[config.mk]
export PLATFORM = sky130hd
export DESIGN_NAME = bcs_outputs
export DESIGN_NICKNAME = d
export VERILOG_FILES = /design/src/shared/bcs_pkg.sv /design/src/shared/bcs_phase_if.sv /design/src/core/bcs_phase_seq.sv /design/src/core/bcs_outputs.sv
export SDC_FILE = /design/constraint.sdc
export NUM_CORES = 1
export LEC_CHECK = 0
export ABC_AREA = 1
export BUFFER_PORTS_ARGS = -buffer_cell sky130_fd_sc_hd__buf_2
export CORE_MARGIN = 3
export CORE_UTILIZATION = 41
export CTS_BUF_LIST = sky130_fd_sc_hd__clkbuf_8
export CTS_CLUSTER_DIAMETER = 120
export DETAILED_ROUTE_END_ITERATION = 7
export PLACE_DENSITY = 0.77
export REMOVE_ABC_BUFFERS = 1
export SYNTH_ARGS = -nofsm -noshare
export SYNTH_HDL_FRONTEND = slang
export SYNTH_SLANG_ARGS = --single-unit
export TNS_END_PERCENT = 20
[constraint.sdc]
create_clock -name clock -period 1.06 [get_ports clock]
set_input_delay 0.106 -clock clock [delete_from_list [all_inputs] [get_ports clock]]
set_output_delay 0.106 -clock clock [all_outputs]
set_load 0.01 [all_outputs]
[src/shared/bcs_pkg.sv]
`default_nettype none
////////////////////////////////////////////////////////////////////////////////
// Shared constants for the bus cycle address and status outputs
package bcs_pkg;
  // Bus cycle status codes
  localparam logic [2:0] BCS_ST_INTA    = 3'h0;  // Interrupt acknowledge
  localparam logic [2:0] BCS_ST_IORD    = 3'h1;  // I/O read
  localparam logic [2:0] BCS_ST_IOWR    = 3'h2;  // I/O write
  localparam logic [2:0] BCS_ST_HALT    = 3'h3;  // Halt
  localparam logic [2:0] BCS_ST_FETCH   = 3'h4;  // Instruction fetch
  localparam logic [2:0] BCS_ST_MEMRD   = 3'h5;  // Memory read
  localparam logic [2:0] BCS_ST_MEMWR   = 3'h6;  // Memory write
  localparam logic [2:0] BCS_ST_PASSIVE = 3'h7;  // No bus activity
  // Values after reset
  localparam logic [19:0] BCS_ADDR_RST  = 20'h00000;  // Captured address
  localparam logic [2:0]  BCS_UPPER_RST = 3'h0;       // Upper address pins
  localparam logic        BCS_ORIG_RST  = 1'h0;       // Cycle origin
  localparam logic        BCS_UBE_RST   = 1'h1;       // Upper byte enable, idle high
  localparam logic        BCS_OE_RST    = 1'h1;       // Floating during reset
  // Lowest address bit on the middle pins, then on the upper pins
  localparam int          BCS_MID_LSB   = 8;
  localparam int          BCS_UP_LSB    = 16;
  // Phase sequencer states, one-hot
  typedef enum logic [2:0] {
    BCS_IDLE = 3'b001,
    BCS_ADDR = 3'b010,
    BCS_DATA = 3'b100
  } bcs_state_t;
endpackage : bcs_pkg
`default_nettype wire

[src/shared/bcs_phase_if.sv]
`default_nettype none
////////////////////////////////////////////////////////////////////////////////
// Phase events from the sequencer to the pin drivers
interface bcs_phase_if;
  logic go_addr;  // Cycle starts, address phase next
  logic go_data;  // Address phase ends, data phase next
  logic go_idle;  // Data phase ends, bus goes passive
  logic addr_ph;  // Address phase is under way
  logic data_ph;  // Data phase is under way
  logic busy;     // Any phase is under way
  modport seq (output go_addr, go_data, go_idle, addr_ph, data_ph, busy);
  modport drv (input  go_addr, go_data, go_idle, addr_ph, data_ph, busy);
endinterface : bcs_phase_if
`default_nettype wire

[src/core/bcs_phase_seq.sv]
`default_nettype none
////////////////////////////////////////////////////////////////////////////////
// Address/data phase sequencer
module bcs_phase_seq
  import bcs_pkg::*;
(
  input  wire logic   clock,       // System clock
  input  wire logic   rstn,        // Synchronous reset, active low
  input  wire logic   cyc_start,   // Request a new bus cycle
  input  wire logic   cyc_done,    // Ends the data phase
  input  wire logic   bus_hold,    // Bus granted to another master
  input  wire logic   powerdown,   // Powerdown mode
  output logic        cyc_ready,   // A start would be taken now
  bcs_phase_if.seq    ph           // Phase events
);
  import bcs_pkg::*;

  bcs_state_t state_r;   // Current phase
  bcs_state_t state_nxt; // Next phase
  logic       frozen;    // No new cycle may start

  assign frozen    = bus_hold | powerdown;
  assign cyc_ready = (state_r == BCS_IDLE) & ~frozen;

  //////////////////////////////////////////////////////////////////////////////
  // Next phase and transition events
  always_comb
  begin
    state_nxt  = state_r;
    ph.go_addr = 1'b0;
    ph.go_data = 1'b0;
    ph.go_idle = 1'b0;
    case (state_r)
      BCS_IDLE:
      begin
        // Start only while the bus is ours and awake
        if (cyc_start && !frozen)
        begin
          state_nxt  = BCS_ADDR;
          ph.go_addr = 1'b1;
        end
      end
      BCS_ADDR:
      begin
        // Address phase lasts one clock unless powerdown holds it
        if (!powerdown)
        begin
          state_nxt  = BCS_DATA;
          ph.go_data = 1'b1;
        end
      end
      BCS_DATA:
      begin
        // Data phase lasts until the cycle is done
        if (cyc_done && !powerdown)
        begin
          state_nxt  = BCS_IDLE;
          ph.go_idle = 1'b1;
        end
      end
      default:
      begin
        state_nxt = BCS_IDLE;
      end
    endcase
  end

  //////////////////////////////////////////////////////////////////////////////
  // Phase register
  always_ff @(posedge clock)
  begin
    if (!rstn)
      state_r <= BCS_IDLE;
    else
      state_r <= state_nxt;
  end

  assign ph.addr_ph = (state_r == BCS_ADDR);
  assign ph.data_ph = (state_r == BCS_DATA);
  assign ph.busy    = (state_r != BCS_IDLE);
endmodule : bcs_phase_seq
`default_nettype wire

[src/core/bcs_outputs.sv]
`default_nettype none
////////////////////////////////////////////////////////////////////////////////
// What this block does
// - Address phase shows address bits 16-19
// - Data phase drives bits 18-16 low
// - Data phase top pin shows cycle origin
// - Status code names cycle; 111 passive
// - Latch strobe pulses during address phase
// - Queue mode puts queue low bit on strobe
// - Upper byte enable low for upper data
// - Outputs float in hold and reset
// - Powerdown keeps address, status driven high
// - Latch strobe low in hold, reset, powerdown
module bcs_outputs
  import bcs_pkg::*;
#(
  parameter logic NARROW_BUS = 1'b0  // 1: 8-bit bus variant
)
(
  input  wire logic        clock,                     // System clock
  input  wire logic        rstn,                      // Synchronous reset, active low
  input  wire logic        cyc_start,                 // Request a bus cycle
  input  wire logic [2:0]  cyc_status,                // Status code of the request
  input  wire logic [19:0] cyc_addr,                  // Address of the request
  input  wire logic        cyc_dma,                   // Cycle started by DMA
  input  wire logic        cyc_refresh,               // Refresh cycle
  input  wire logic        cyc_upper,                 // Cycle uses upper data byte
  input  wire logic        cyc_done,                  // Ends the data phase
  output logic             cyc_ready,                 // Request would be taken
  input  wire logic        bus_hold,                  // Bus granted away
  input  wire logic        powerdown,                 // Powerdown mode
  input  wire logic        queue_state_mode_select_n, // Pin, low selects queue mode
  input  wire logic        queue_state_low_bit,       // Queue status, low bit
  input  wire logic        queue_state_high_bit,      // Queue status, high bit
  output logic             queue_state_high_pin,      // High bit toward write pin
  output logic             top_address_origin_pin,    // Bit 19 or origin flag
  output logic [2:0]       upper_address_bits,        // Bits 18-16
  output logic [7:0]       middle_address_bits,       // Bits 15-8, narrow bus
  output logic [2:0]       bus_cycle_status_code,     // Bus cycle status
  output logic             latch_strobe_queue_pin,    // Latch strobe or queue bit
  output logic             upper_byte_enable_n,       // Upper byte enable / refresh
  output logic             pins_oe_n                  // Low while pins are driven
);
  import bcs_pkg::*;

  bcs_phase_if ph ();  // Phase events

  logic [2:0] top_r;    // Pins 18-16 register
  logic       origin_r; // Captured origin flag
  logic [7:0] mid_r;    // Middle address register
  logic [2:0] stat_r;   // Status register
  logic       strobe_r; // Latch strobe pin register
  logic       ube_r;    // Upper byte enable register
  logic       pin19_r;  // Top pin register
  logic       oe_n_r;   // Output enable register
  logic       qhi_r;    // Queue high bit register
  logic       qsel_s1;  // Queue mode synchroniser, first stage
  logic       qsel_s2;  // Queue mode synchroniser, second stage
  logic       qmode;    // Queue status mode active

  //////////////////////////////////////////////////////////////////////////////
  // Phase sequencer
  bcs_phase_seq u_seq (
    .clock     (clock),
    .rstn      (rstn),
    .cyc_start (cyc_start),
    .cyc_done  (cyc_done),
    .bus_hold  (bus_hold),
    .powerdown (powerdown),
    .cyc_ready (cyc_ready),
    .ph        (ph)
  );

  //////////////////////////////////////////////////////////////////////////////
  // Queue mode pin passes two flops
  always_ff @(posedge clock)
  begin
    if (!rstn)
    begin
      qsel_s1 <= 1'b1;
      qsel_s2 <= 1'b1;
    end
    else
    begin
      qsel_s1 <= queue_state_mode_select_n;
      qsel_s2 <= qsel_s1;
    end
  end
  assign qmode = ~qsel_s2;

  //////////////////////////////////////////////////////////////////////////////
  // Upper address pins and origin flag
  always_ff @(posedge clock)
  begin
    if (!rstn)
    begin
      top_r    <= BCS_UPPER_RST;
      pin19_r  <= BCS_ORIG_RST;
      origin_r <= BCS_ORIG_RST;
    end
    else if (ph.go_addr)
    begin
      // Address bits 19-16 for the outside latches
      pin19_r  <= cyc_addr[BCS_UP_LSB+3];
      top_r    <= cyc_addr[BCS_UP_LSB+2:BCS_UP_LSB];
      origin_r <= cyc_dma | cyc_refresh;
    end
    else if (ph.go_data)
    begin
      top_r   <= BCS_UPPER_RST;
      pin19_r <= origin_r;
    end
  end

  //////////////////////////////////////////////////////////////////////////////
  // Middle address pins hold through both phases
  always_ff @(posedge clock)
  begin
    if (!rstn)
      mid_r <= BCS_ADDR_RST[BCS_MID_LSB+7:BCS_MID_LSB];
    else if (ph.go_addr)
      mid_r <= cyc_addr[BCS_MID_LSB+7:BCS_MID_LSB];
  end

  //////////////////////////////////////////////////////////////////////////////
  // Status code
  always_ff @(posedge clock)
  begin
    if (!rstn)
      stat_r <= BCS_ST_PASSIVE;
    else if (powerdown)
      stat_r <= BCS_ST_PASSIVE;
    else if (ph.go_addr)
      stat_r <= cyc_status;
    else if (ph.go_idle)
      stat_r <= BCS_ST_PASSIVE;
  end

  //////////////////////////////////////////////////////////////////////////////
  // Upper byte enable, or refresh flag on the narrow bus
  always_ff @(posedge clock)
  begin
    if (!rstn)
      ube_r <= BCS_UBE_RST;
    else if (ph.go_addr)
      ube_r <= NARROW_BUS ? ~cyc_refresh : ~cyc_upper;
    else if (ph.go_idle)
      ube_r <= BCS_UBE_RST;
  end

  //////////////////////////////////////////////////////////////////////////////
  // Latch strobe or queue low bit, low in reset, hold and powerdown
  always_ff @(posedge clock)
  begin
    if (!rstn || bus_hold || powerdown)
    begin
      strobe_r <= 1'b0;
      qhi_r    <= 1'b0;
    end
    else if (qmode)
    begin
      strobe_r <= queue_state_low_bit;
      qhi_r    <= queue_state_high_bit;
    end
    else
    begin
      strobe_r <= ph.go_addr;
      qhi_r    <= 1'b0;
    end
  end

  //////////////////////////////////////////////////////////////////////////////
  // Float in hold and reset
  always_ff @(posedge clock)
  begin
    if (!rstn)
      oe_n_r <= BCS_OE_RST;
    else
      oe_n_r <= bus_hold;
  end

  assign top_address_origin_pin = pin19_r;
  assign upper_address_bits     = top_r;
  assign middle_address_bits    = mid_r;
  assign bus_cycle_status_code  = stat_r;
  assign latch_strobe_queue_pin = strobe_r;
  assign upper_byte_enable_n    = ube_r;
  assign pins_oe_n              = oe_n_r;
  assign queue_state_high_pin   = qhi_r;
endmodule : bcs_outputs
`default_nettype wire

==> results of run 1 <==
[final timing paths]
kind                                                 endpoint  slack, ps  cells past startpoint
worst max-delay path                                cyc_ready       -180                      5
worst min register to register             qsel_s2$_SDFF_PN1_        420                      1
worst min-delay path                       qsel_s1$_SDFF_PN1_         20                      2
worst max register to register  u_seq.state_r[0]$_SDFFE_PN1P_       -100                      5
[kinds of logic after synthesis]
group,count (synthesis)
compound gates,19
buf+inv,15
flops,25
simple gates,73
[synth_stat cells, drive strengths merged]
library cell   n
nor2          27
dfxtp         25
nand2         24
nand3         13
o21ai         11
inv           10
a21oi          8
or2            5
buf            3
nand4          2
clkbuf         1
clkinv         1
nand3b         1
nor3           1
[cell usage in the layout, fill, tap and decap left out, drive strengths merged]
cell type,netlist,layout
nand3,13,13
a21oi,8,8
nand3b,1,1
or2,5,5
nor3,1,1
nand2,24,25
buf,3,64
inv,10,10
nor2,27,27
clkbuf,1,3
nand4,2,2
clkinv,1,2
dfxtp,25,25
o21ai,11,11
[routing by layer]
layer | up-vias | track usage | routed length [um]
met2 | 42 | 0.3243 | 1249
met5 | - | 0 | 0
li1 | 554 | - | -
met1 | 475 | 0.1951 | 998
met4 | 0 | 0.06780 | 57
met3 | 6 | 0.03944 | 212
[final cells by class]
| type | count | area (sq um) |
|---|---|---|
| Fill cell | 196 | 782.0 |
| Timing Repair Buffer | 64 | 395.4 |
| Clock buffer | 3 | 41.29 |
| Multi-Input combinational cell | 93 | 473.0 |
| Tap cell | 28 | 35.03 |
| Inverter | 11 | 41.29 |
| Sequential cell | 25 | 503.0 |
| Clock inverter | 1 | 5.005 |
[state kept, by name, summed over array words and instances (netlist names), 3 cells and up]
name / flops
bus_cycle_status_code: 3
middle_address_bits: 8
u_seq.state_r: 3
upper_address_bits: 3
[metrics by stage]
step / worst slack, ps / total power, W / TNS (ps) / utilization / std cells
floorplan: -109.4 / 0.001142 / -451.5 / - / 128
global placement: -103.1 / 0.001292 / -1173 / 0.6108 / 219
detailed placement: -146.8 / 0.001302 / -1812 / 0.6108 / 219
CTS: -210.8 / 0.001867 / -1316 / 0.6465 / 224
global route: -239.1 / 0.001965 / -3286 / 0.6564 / 225
finish: -183.6 / 0.001867 / -1264 / 0.6564 / 225
[report_power, final]
part | leakage [nW] | internal, W | switching [W] | total (W)
clock | 0.0255 | 0.000262 | 0.000288 | 0.000550
combinational | 0.530 | 0.000161 | 0.000162 | 0.000323
sequential | 0.204 | 0.000977 | 0.0000173 | 0.000994
total | 0.760 | 0.00140 | 0.000468 | 0.00187
[timing repair]
item	in CTS	in global routing
pin swaps	6	4
endpoints found under the hold margin	0	0
endpoints found under the setup margin	20	21
buffers inserted	0	1
hold buffers	0	0
gates cloned	1	0
resized for setup	13	7
[critical path: cells and delay by family, from the launching register on]
kind | cells | cell delay (ps)
and+or+nand+nor | 2 | 170
buffers and inverters | 3 | 340
DFF | 1 | 350
==> summary.md, run 1 <==
Placeable core region: 2276 sq um. Walking the worst path, the cells encountered are inv_2, nand3_4, buf_6, nor2_4, buf_6. The initial standard-cell utilization of the core came out at 0.4475. The run gives 1 as the H-tree depth. The final layout contains routed wiring with a total length of 2.518 mm. The run gives 0 as the number of inserted diodes.

The worst-margin pin slew is 274.9 ps, and the final layout net count is 233. The routed length per placed instance works out to 11.19 um. The final-report max-slew violation count is 0, and the sequential share of the synthesized area is 0.4914. The longest clock path from root to sink contains 2 buffers.

TritonCTS built the clock tree. The tools report the first-pass GRT wire length as 4.533 mm. Dividing the detail-routed via count by the number of cells gives 4.787. The finished cells cover 1494 sq um. The die covers 3118 sq um. Across the run, the number of max-cap violations was 0. After the first detailed-routing iteration, the DRC count stood at 24. The simple-gate share of the synthesized area is 0.3415, and the HPWL after detailed placement is 1.885 mm. The number of input and output port buffers inserted was 46. For the worst-skew pair, the clock arrives at the later sink with an insertion delay of 260 ps. Critical path's most frequent cell: sky130_fd_sc_hd__buf_6. The die is 55.84 um tall.

The placed instances occupy a cell area of 1390 sq um. The critical path starts at u_seq.state_r[2]$_SDFFE_PN0P_. In this run the remaining antenna-violating nets after routing total 0. The multiplexer share of the synthesized area is 0, and the flip-flop and latch count after synthesis is 25. The critical path is of the register to primary output type. Reg-to-reg startpoint: u_seq.state_r[0]$_SDFFE_PN1P_. The congestion estimate from routability-driven global placement came to 0.8518. Of all nets on the critical path, the largest fanout is 4. Critical path data arrival time: 1140 ps.

The number of ports placed on the die boundary is 55. The class of the tightest hold or removal check was input port to register. The worst hold-check slack is 24.79 ps, and the die outline width is 55.84 um. On the critical path, the stage with the largest delay is an instance of sky130_fd_sc_hd__dfxtp_1. The root buffer cell is sky130_fd_sc_hd__clkbuf_8. Post-route fraction of the period consumed by the critical path: 1.173. The worst hold path begins at queue_state_mode_select_n.

The tools report the total global routing overflow as 0. The fraction of the mapped netlist area in compound gates works out to 0.09337. Setup repair after global routing could not meet its margin everywhere. The required arrival time at the worst endpoint is 950 ps. By area the synthesized netlist is led by sky130_fd_sc_hd__dfxtp_1, sky130_fd_sc_hd__nor2_1, sky130_fd_sc_hd__nand2_1. The per-instance average area after synthesis came out at 7.716 sq um.

The checks that failed: negative setup slack. TritonCTS sink count: 25. The first-pass iteration count of the detailed router is 4, and the peak per-stage delay on the critical path is 350 ps. For this design the static power due to leakage is 0.7596 nW. The largest voltage drop on the vdd net was 0.001022 V; the number of distinct standard cells referenced by the synthesized netlist was 20.

By area, the combinational part of the netlist is dominated by simple AND/OR/NAND/NOR gates. The share of final-layout standard cells stronger than drive strength 1 is 0.4365, and the via count of the first global-routing pass is 1108. The area share of the largest cell type after synthesis came out at 0.4914.

STA classifies the critical path endpoint as a primary output. Entering global routing, the biggest net connects 15 pins. The logs give 18 for the number of endpoints failing setup at the final stage and 0 for the final hold violation count. The number of vias in the routed layout was 1077; the post-synthesis to final-layout area growth was 46.68%.

Dividing total power by cell area gives a power density of 1250 nW/um^2. The top cell type by total area after synthesis is sky130_fd_sc_hd__dfxtp_1. The flow ran to the end, but the final reports show violations. The tools report the tightest slew margin relative to the limit as 0.8156.

The area share of xor/xnor cells in the synthesized design is 0. The number of remaining DRC errors is 0. The worst path in the final design needs a cycle of 1244 ps, including I/O delays and setup.

The run gives 804.1 MHz as the highest achievable clock rate. The CTS buffer count came out at 3. The synthesized netlist cell count came out at 132. After clock tree synthesis, the clock-pin slew on the worst setup and hold paths is 90 ps. The overall track demand over capacity in global routing is 0.1762, and the worst clock skew on the final layout is 4.211 ps. In this run the cell area of the synthesized design comes to 1018 sq um.

The initial antenna violation count came out at 0. The adder-cell area share of the yosys netlist was 0. STA classifies the critical path startpoint as a register. For the final setup slack of the worst path, the log shows -183.6 ps. The number of warnings issued by yosys came out at 0. In this run the core area contains 17 standard-cell rows.
Note: power is estimated with default switching activity, not from simulation.
==> run 2, diff against run 1 <==
Settings changed: ABC_AREA 1 to default, CORE_UTILIZATION 41 to 33, PLACE_DENSITY 0.77 to default.
==> summary.md, run 2 <==
The worst-margin pin slew came out at 310.5 ps (was 274.9 ps). The HPWL after detailed placement is 1.921 mm (was 1.885 mm), and the flip-flop and latch count after synthesis is 25 (unchanged). Initial antenna violation count: 0 (unchanged). The initial standard-cell utilization of the core is 0.3606 (was 0.4475), and the post-synthesis to final-layout area growth is 56.33% (was 46.68%). The H-tree depth was 1 (unchanged).

The tools report the worst min-delay path startpoint as queue_state_mode_select_n (unchanged). The count of cells along the worst register-to-register path works out to 5 (unchanged). For the number of hold buffers added after cts, the log shows 0 (unchanged). The tools report the number of filler instances in the final layout as 265 (was 196). The first-pass iteration count of the detailed router is 4 (unchanged), and the antenna violation net count after detailed routing is 0 (unchanged). The area share of the largest cell type after synthesis works out to 0.4825 (was 0.4914). Most frequent cells in the layout: sky130_fd_sc_hd__buf_2, sky130_fd_sc_hd__dfxtp_1, sky130_fd_sc_hd__nand2_1, sky130_fd_sc_hd__buf_4, sky130_fd_sc_hd__o21ai_1 (was sky130_fd_sc_hd__buf_2, sky130_fd_sc_hd__nor2_1, sky130_fd_sc_hd__dfxtp_1). The per-instance average area after synthesis is 9.516 sq um (was 7.716 sq um), and the count of maximum capacitance violations is 0 (unchanged). The register clock-pin slew on the reported worst setup and hold paths came out at 90 ps (about the same).

Top cells by instance count after synthesis: sky130_fd_sc_hd__dfxtp_1, sky130_fd_sc_hd__nand2_1 (was sky130_fd_sc_hd__dfxtp_1, sky130_fd_sc_hd__nor2_1, sky130_fd_sc_hd__nand2_1, sky130_fd_sc_hd__nand3_1, sky130_fd_sc_hd__o21ai_0). The final setup slack of the worst path is -269.7 ps (was -183.6 ps). The via count of the first global-routing pass was 963 (was 1108). The tools report the cell total after placement as 206 (was 219). Top cells by area in the synthesized netlist: sky130_fd_sc_hd__dfxtp_1, sky130_fd_sc_hd__a21boi_2, sky130_fd_sc_hd__nand2_1 (was sky130_fd_sc_hd__dfxtp_1, sky130_fd_sc_hd__nor2_1, sky130_fd_sc_hd__nand2_1).

The power density over the cells works out to 1127 nW/um^2 (was 1250 nW/um^2). The sum of routed wire segments on met1 was 1.080 mm (was 998 um); the die outline width was 62.07 um (was 55.84 um). The logs give 0 (unchanged) for the final hold violation count and 0 (unchanged) for the number of warnings issued by yosys. Standard cell with the maximum stage delay on the critical path: sky130_fd_sc_hd__or3_4 (was sky130_fd_sc_hd__dfxtp_1). The reg-to-reg startpoint is u_seq.state_r[1]$_SDFFE_PN0P_ (was u_seq.state_r[0]$_SDFFE_PN1P_). Largest delay contributor family on the critical path: simple AND/OR/NAND/NOR gates (was flip-flops). The die area is 3852 sq um (was 3118 sq um), and the final RePlAce weighted congestion is 0.7677 (was 0.8518). The highest achievable clock rate was 752.0 MHz (was 804.1 MHz); the total global routing overflow was 0 (unchanged). The tools report the final layout net count as 209 (was 233). The run gives 3 (unchanged) as the CTS buffer count.

The tools report the number of inserted diodes as 0 (unchanged). The flow ran to the end, but the final reports show violations. The tools report the largest voltage drop on the vdd net as 0.0009045 V (was 0.001022 V). The post-route fraction of the period consumed by the critical path came out at 1.254 (was 1.173).

The most frequent cell after synthesis is sky130_fd_sc_hd__dfxtp_1 (unchanged). For the static leakage, the log shows 0.6855 nW (was 0.7596 nW). The final-report max-slew violation count came out at 0 (unchanged). The required arrival time at the worst endpoint was 1230 ps (was 950 ps); the final period demand of the worst path was 1330 ps (was 1244 ps). The area share of xor/xnor cells in the synthesized design works out to 0 (unchanged). The number of flip-flops under the largest register name was 8 (unchanged). The routed length per placed instance is 12.28 um (was 11.19 um), and the clock network latency to the later pin of the worst-skew pair is 270 ps (was 260 ps). The placeable core region is 2877 sq um (was 2276 sq um), and the overall track demand over capacity in global routing is 0.1332 (was 0.1762). The logs give 1.344 mm (was 1.249 mm) for the met2 layer wire length in the routed design and 0.4825 (was 0.4914) for the sequential share of the synthesized area. The number of endpoints failing setup at the final stage was 21 (was 18); the placed instance area was 1390 sq um (unchanged). Tightest slew margin relative to the limit: 0.7930 (was 0.8156).

The multiplexer share of the synthesized area was 0.009650 (was 0). The class of the most critical setup path was register to register (was register to primary output). The number of vias in the routed layout came out at 1018 (was 1077). The logs give 2 (unchanged) for the maximum root-to-sink buffer count and 18 (was 15) for the largest net degree at the start of global routing.

The logs give 4.472 ps (was 4.211 ps) for the worst clock skew on the final layout and 19 (was 17) for the number of rows in the core area. The average vias per placed instance works out to 4.735 (was 4.787). The number of ports placed on the die boundary is 55 (unchanged).

The endpoint of the worst hold path was qsel_s1$_SDFF_PN1_ (unchanged). The post-layout instance count excluding filler cells came out at 215 (was 225). The number of enable-type register cells in the synthesized netlist came out at 0 (unchanged). The TritonCTS sink count is 25 (unchanged). The worst reg-to-reg setup slack was -270 ps (was -100 ps); the fraction of the mapped netlist area in compound gates was 0.1496 (was 0.09337). Async set or reset register ratio after synthesis: 0 (unchanged). The number of input and output port buffers inserted was 46 (unchanged); the maximum fanout count along the critical path was 6 (was 4). The number of buffer and inverter instances along the worst setup path was 1 (was 3). The final total power is 0.001828 W (was 0.001867 W), and the worst hold-check slack is 23.03 ps (was 24.79 ps).

The routed wire length came out at 2.641 mm (was 2.518 mm). Crit path cell chain: nand4bb_4, buf_4, or3_4, nand2_1, a21boi_2 (was inv_2, nand3_4, buf_6, nor2_4, buf_6). The adder-cell area share of the yosys netlist is 0 (unchanged), and the number of DRC markers after the initial detailed-route iteration is 19 (was 24).

For the first-pass GRT wire length, the log shows 3.891 mm (was 4.533 mm). The area of the mapped netlist is 1037 sq um (was 1018 sq um), and the vertical die dimension is 62.07 um (was 55.84 um). The tools report the critical path data arrival time as 1500 ps (was 1140 ps).

The simple-gate share of the synthesized area came out at 0.3209 (was 0.3415). Violated checks: negative setup slack (unchanged). Element type at the critical path end: a register (was a primary output). The peak per-stage delay on the critical path was 370 ps (was 350 ps). The run gives 26 (was 20) as the number of distinct standard cells referenced by the synthesized netlist. TritonCTS built the clock tree.

The main combinational cell family by area after synthesis is simple AND/OR/NAND/NOR gates (unchanged). The tools report the startpoint kind of the worst setup timing path as a register (unchanged). The met3 routed wirelength was 208 um (was 212 um). Top cell type by total area after synthesis: sky130_fd_sc_hd__dfxtp_1 (unchanged).

The dominant register cell in the synthesized netlist was sky130_fd_sc_hd__dfxtp_1 (unchanged). Depth of the worst hold-timing path: 2 (unchanged). Class of the tightest hold or removal check: input port to register (unchanged). For the synthesized netlist cell count, the log shows 109 (was 132).

Endpoint of the worst-slack reg-to-reg timing path: middle_address_bits[5]$_SDFFE_PN0P_ (was u_seq.state_r[0]$_SDFFE_PN1P_). For the number of remaining DRC errors, the log shows 0 (unchanged). The area of all placed cells without fillers is 1622 sq um (was 1494 sq um), and the share of final-layout standard cells stronger than drive strength 1 is 0.5954 (was 0.4365). Setup repair after global routing could not meet its margin everywhere. Root buffer cell: sky130_fd_sc_hd__clkbuf_8 (unchanged). The most frequent standard cell in the layout excluding fill and tap cells was sky130_fd_sc_hd__buf_2 (unchanged).

The highest routed metal layer was met4 (unchanged).
[run 2: cell count changes after synthesis, sizes merged, moves of 7 or more]
cell / delta
inv: -9
nand3: -10
a21boi: +9
nor2: -19
nor3: +7
nand2b: +7
a21oi: -7
[run 2: area by class of cell]
cell class              instances  area [sq um]  area share
clock buffers                   3         41.29     0.02546
well taps                      42         52.55     0.03241
repair buffers                 64         400.4      0.2469
clock inverters                 1         7.507    0.004630
inverters                       1         3.754    0.002315
multi-input cells              79         609.3      0.3758
flip-flops and latches         25         506.7      0.3125
[run 2: kinds of logic (layout without fill, tap and decap cells)]
family          Yosys count  in the layout
mux                       1              1
compound gates           21             21
simple gates             56             57
buf+inv                   6             69
flops                    25             25
[run 2: report_power, final]
group	switching (W)	internal, W	total [W]
clock network	0.000304	0.000266	0.000570
registers	0.0000155	0.000966	0.000981
logic	0.000128	0.000148	0.000276
total	0.000448	0.00138	0.00183
[run 2: how the worst max path moves through the flow]
stage	cells after the start	slack [ps]	startpoint	to
floorplan	4	-330	u_seq.state_r[1]$_SDFFE_PN0P_	latch_strobe_queue_pin$_SDFF_PP0_
global placement	4	-210	u_seq.state_r[1]$_SDFFE_PN0P_	origin_r$_SDFFE_PN0P_
detailed placement	4	-260	u_seq.state_r[1]$_SDFFE_PN0P_	origin_r$_SDFFE_PN0P_
CTS	4	-280	u_seq.state_r[1]$_SDFFE_PN0P_	origin_r$_SDFFE_PN0P_
global route	5	-340	u_seq.state_r[1]$_SDFFE_PN0P_	middle_address_bits[5]$_SDFFE_PN0P_
finish	5	-270	u_seq.state_r[1]$_SDFFE_PN0P_	middle_address_bits[5]$_SDFFE_PN0P_
[run 2: what timing repair did]
| item | in CTS | in global routing |
|---|---|---|
| resized for setup | 8 | 23 |
| endpoints found under the setup margin | 22 | 22 |
| pin swaps | 1 | 4 |
| gates cloned | 0 | 1 |
| buffers inserted | 0 | 4 |
| endpoints found under the hold margin | 0 | 0 |
[run 2: metrics by stage]
step | util | setup WS [ps] | setup TNS [ps]
after CTS | 0.5067 | -278.4 | -3960
after floorplan | - | -325.9 | -5009
after global placement | 0.4833 | -206.8 | -2528
after global routing | 0.5637 | -342.6 | -5555
final | 0.5637 | -269.7 | -4077
after detailed placement | 0.4833 | -258.9 | -3398
[run 2: routing by layer]
metal  GRT usage  vias up
met2      0.2515       38
met5           0        -
met3     0.03719        2
met1      0.1496      472
met4     0.02121        0
li1            -      506
[run 2: worst register-to-register path, cell delays in order, from the launching register on]
cell                        delay [ps]
sky130_fd_sc_hd__dfxtp_2           330
sky130_fd_sc_hd__nand4bb_4         220
sky130_fd_sc_hd__buf_4             160
sky130_fd_sc_hd__or3_4             370
sky130_fd_sc_hd__nand2_1           100
sky130_fd_sc_hd__a21boi_2           50
==> run 3, diff against run 2 <==
Settings changed: CTS_CLUSTER_DIAMETER 120 to default, GPL_TIMING_DRIVEN from default to 1.
Clock period 1.06 ns to 1.6 ns, I/O delays scaled along.
==> summary.md, run 3 (synthesis results as in run 2) <==
The number of vias in the routed layout is 904 (was 1018), and the met2 layer wire length in the routed design is 1.006 mm (was 1.344 mm). The root buffer cell was sky130_fd_sc_hd__clkbuf_8 (unchanged). The clock period could shrink to 1459 ps. The tools report the sum of routed wire segments on met1 as 1.084 mm (was 1.080 mm).

Class of the most critical setup path: register to primary output (was register to register). The count of maximum capacitance violations was 0 (unchanged). The clock network latency to the later pin of the worst-skew pair was 260 ps (was 270 ps); the post-synthesis to final-layout area growth was 30.52% (was 56.33%).

The via count of the first global-routing pass is 786 (was 963). The number of gates given a new drive strength after cts is 0 (was 8), and the final RePlAce weighted congestion is 0.7471 (was 0.7677). The logs give 3.477 mm (was 3.891 mm) for the first-pass GRT wire length and 161 um (was 208 um) for the met3 routed wirelength. The first-pass iteration count of the detailed router is 2 (was 4), and the peak per-stage delay on the critical path is 410 ps (was 370 ps). The share of final-layout standard cells stronger than drive strength 1 was 0.4268 (was 0.5954); the die outline width was 62.07 um (unchanged). Post-route fraction of the period consumed by the critical path: 0.9119.

The final-report max-slew violation count is 0 (unchanged). The run gives 685.4 MHz as the highest achievable clock rate. Routed wire length: 2.266 mm (was 2.641 mm). The class of the tightest hold or removal check is input port to register (unchanged). Average vias per placed instance: 4.543 (was 4.735). For the final layout net count, the log shows 193 (was 209). Most frequent standard cell in the layout excluding fill and tap cells: sky130_fd_sc_hd__buf_2 (unchanged).

The static leakage was 0.5741 nW (was 0.6855 nW); the tightest slew margin relative to the limit was 0.6747 (was 0.7930). The total global routing overflow is 0 (unchanged), and the initial standard-cell utilization of the core is 0.3606 (unchanged). Required arrival time at the worst endpoint: 1440 ps (was 1230 ps). The register clock-pin slew on the reported worst setup and hold paths was 90 ps (about the same); the largest voltage drop on the vdd net was 0.0003937 V (was 0.0009045 V).

TritonCTS built the clock tree. The worst-margin pin slew works out to 484.2 ps (was 310.5 ps). The run gives 3 (unchanged) as the CTS buffer count. Crit path cell chain: nor2_1, nor4b_1, buf_2 (was nand4bb_4, buf_4, or3_4, nand2_1, a21boi_2). The element type at the critical path end was a primary output (was a register). The number of remaining DRC errors came out at 0 (unchanged). Setup repair after global routing left no endpoint under its margin.

The tools report the worst slack after detailed placement as 164.3 ps (was -258.9 ps). Number of input and output port buffers inserted: 46 (unchanged). The critical path data arrival time was 1300 ps (was 1500 ps). Number of rows in the core area: 19 (unchanged).

Number of buffers inserted to repair setup after CTS: 0 (unchanged). The routed length per placed instance was 11.39 um (was 12.28 um); the largest net degree at the start of global routing was 27 (was 18). The number of flip-flops under the largest register name is 8 (unchanged). Maximum fanout count along the critical path: 7 (was 6). The final total negative setup slack was 0 ps (was -4077 ps).

The die area is 3852 sq um (unchanged), and the power density over the cells is 849.9 nW/um^2 (was 1127 nW/um^2). The number of ports placed on the die boundary was 55 (unchanged); the number of filler instances in the final layout was 301 (was 265). For the worst clock skew on the final layout, the log shows 3.595 ps (was 4.472 ps). The run gives 0 (unchanged) as the final hold violation count. The logs give 0 (unchanged) for the number of hold buffers added after cts and 0 (was 21) for the number of endpoints failing setup at the final stage. The HPWL after detailed placement came out at 1.724 mm (was 1.921 mm). The tools report the initial antenna violation count as 0 (unchanged).

The placeable core region is 2877 sq um (unchanged), and the number of buffer and inverter instances along the worst setup path is 1 (unchanged). The largest delay contributor family on the critical path was simple AND/OR/NAND/NOR gates (unchanged). The tools report the startpoint kind of the worst setup timing path as a register (unchanged).

The flow ran to the end, and the final reports show no timing, DRC or antenna violations. The vertical die dimension came out at 62.07 um (unchanged). Most frequent cells in the layout: sky130_fd_sc_hd__buf_2, sky130_fd_sc_hd__dfxtp_1, sky130_fd_sc_hd__nand2_1 (was sky130_fd_sc_hd__buf_2, sky130_fd_sc_hd__dfxtp_1, sky130_fd_sc_hd__nand2_1, sky130_fd_sc_hd__buf_4, sky130_fd_sc_hd__o21ai_1).

For the number of inserted diodes, the log shows 0 (unchanged). The final setup slack of the worst path was 140.9 ps (was -269.7 ps). The tools report the overall track demand over capacity in global routing as 0.1202 (was 0.1332). The H-tree depth came out at 1 (unchanged). For the number of DRC markers after the initial detailed-route iteration, the log shows 24 (was 19). The tools report the antenna violation net count after detailed routing as 0 (unchanged).

The standard cell with the maximum stage delay on the critical path is sky130_fd_sc_hd__dfxtp_1 (was sky130_fd_sc_hd__or3_4). For the maximum root-to-sink buffer count, the log shows 2 (unchanged). The highest routed metal layer was met4 (unchanged).

The TritonCTS sink count was 25 (unchanged).
run 3: power by group:
group / leakage (nW) / switching (W) / internal [W] / total, W
Clock: 0.0255 / 0.000191 / 0.000174 / 0.000365
Sequential: 0.204 / 0.00000931 / 0.000641 / 0.000650
Combinational: 0.345 / 0.0000675 / 0.0000677 / 0.000135
Total: 0.574 / 0.000268 / 0.000882 / 0.00115
run 3: final timing paths:
path / slack, ps / from / cells past startpoint / to
setup reg to reg: 160 / u_seq.state_r[0]$_SDFFE_PN1P_ / 4 / origin_r$_SDFFE_PN0P_
setup / recovery: 140 / u_seq.state_r[2]$_SDFFE_PN0P_ / 3 / cyc_ready
hold / removal: 70 / queue_state_mode_select_n / 2 / qsel_s1$_SDFF_PN1_
hold reg to reg: 420 / qsel_s1$_SDFF_PN1_ / 1 / qsel_s2$_SDFF_PN1_
run 3: routing by layer:
| layer | vias up | track usage |
|---|---|---|
| met5 | - | 0 |
| met4 | 0 | 0.03636 |
| met3 | 2 | 0.01860 |
| met2 | 31 | 0.1893 |
| met1 | 401 | 0.1688 |
| li1 | 470 | - |
run 3: layout make-up:
cell class                      instances  area [sq um]  area share
Inverter                                1         3.754    0.002773
Sequential cell                        25         500.5      0.3697
Timing Repair Buffer                   49         252.7      0.1867
Clock inverter                          1         5.005    0.003697
Clock buffer                            3         41.29     0.03050
Tap cell                               42         52.55     0.03882
Multi-Input combinational cell         78         498.0      0.3678
run 3: stage by stage:
step | util | area [sq um] | total power [W] | cells | hold WS (ps)
after floorplan | - | 1002 | 0.0007277 | 104 | 233.0
after global placement | 0.4545 | 1308 | 0.0007993 | 195 | 345.0
after detailed placement | 0.4545 | 1308 | 0.0008024 | 195 | 345.2
after CTS | 0.4706 | 1354 | 0.001165 | 199 | 68.96
after global routing | 0.4706 | 1354 | 0.001205 | 199 | 74.43
final | 0.4706 | 1354 | 0.001151 | 199 | 72.89
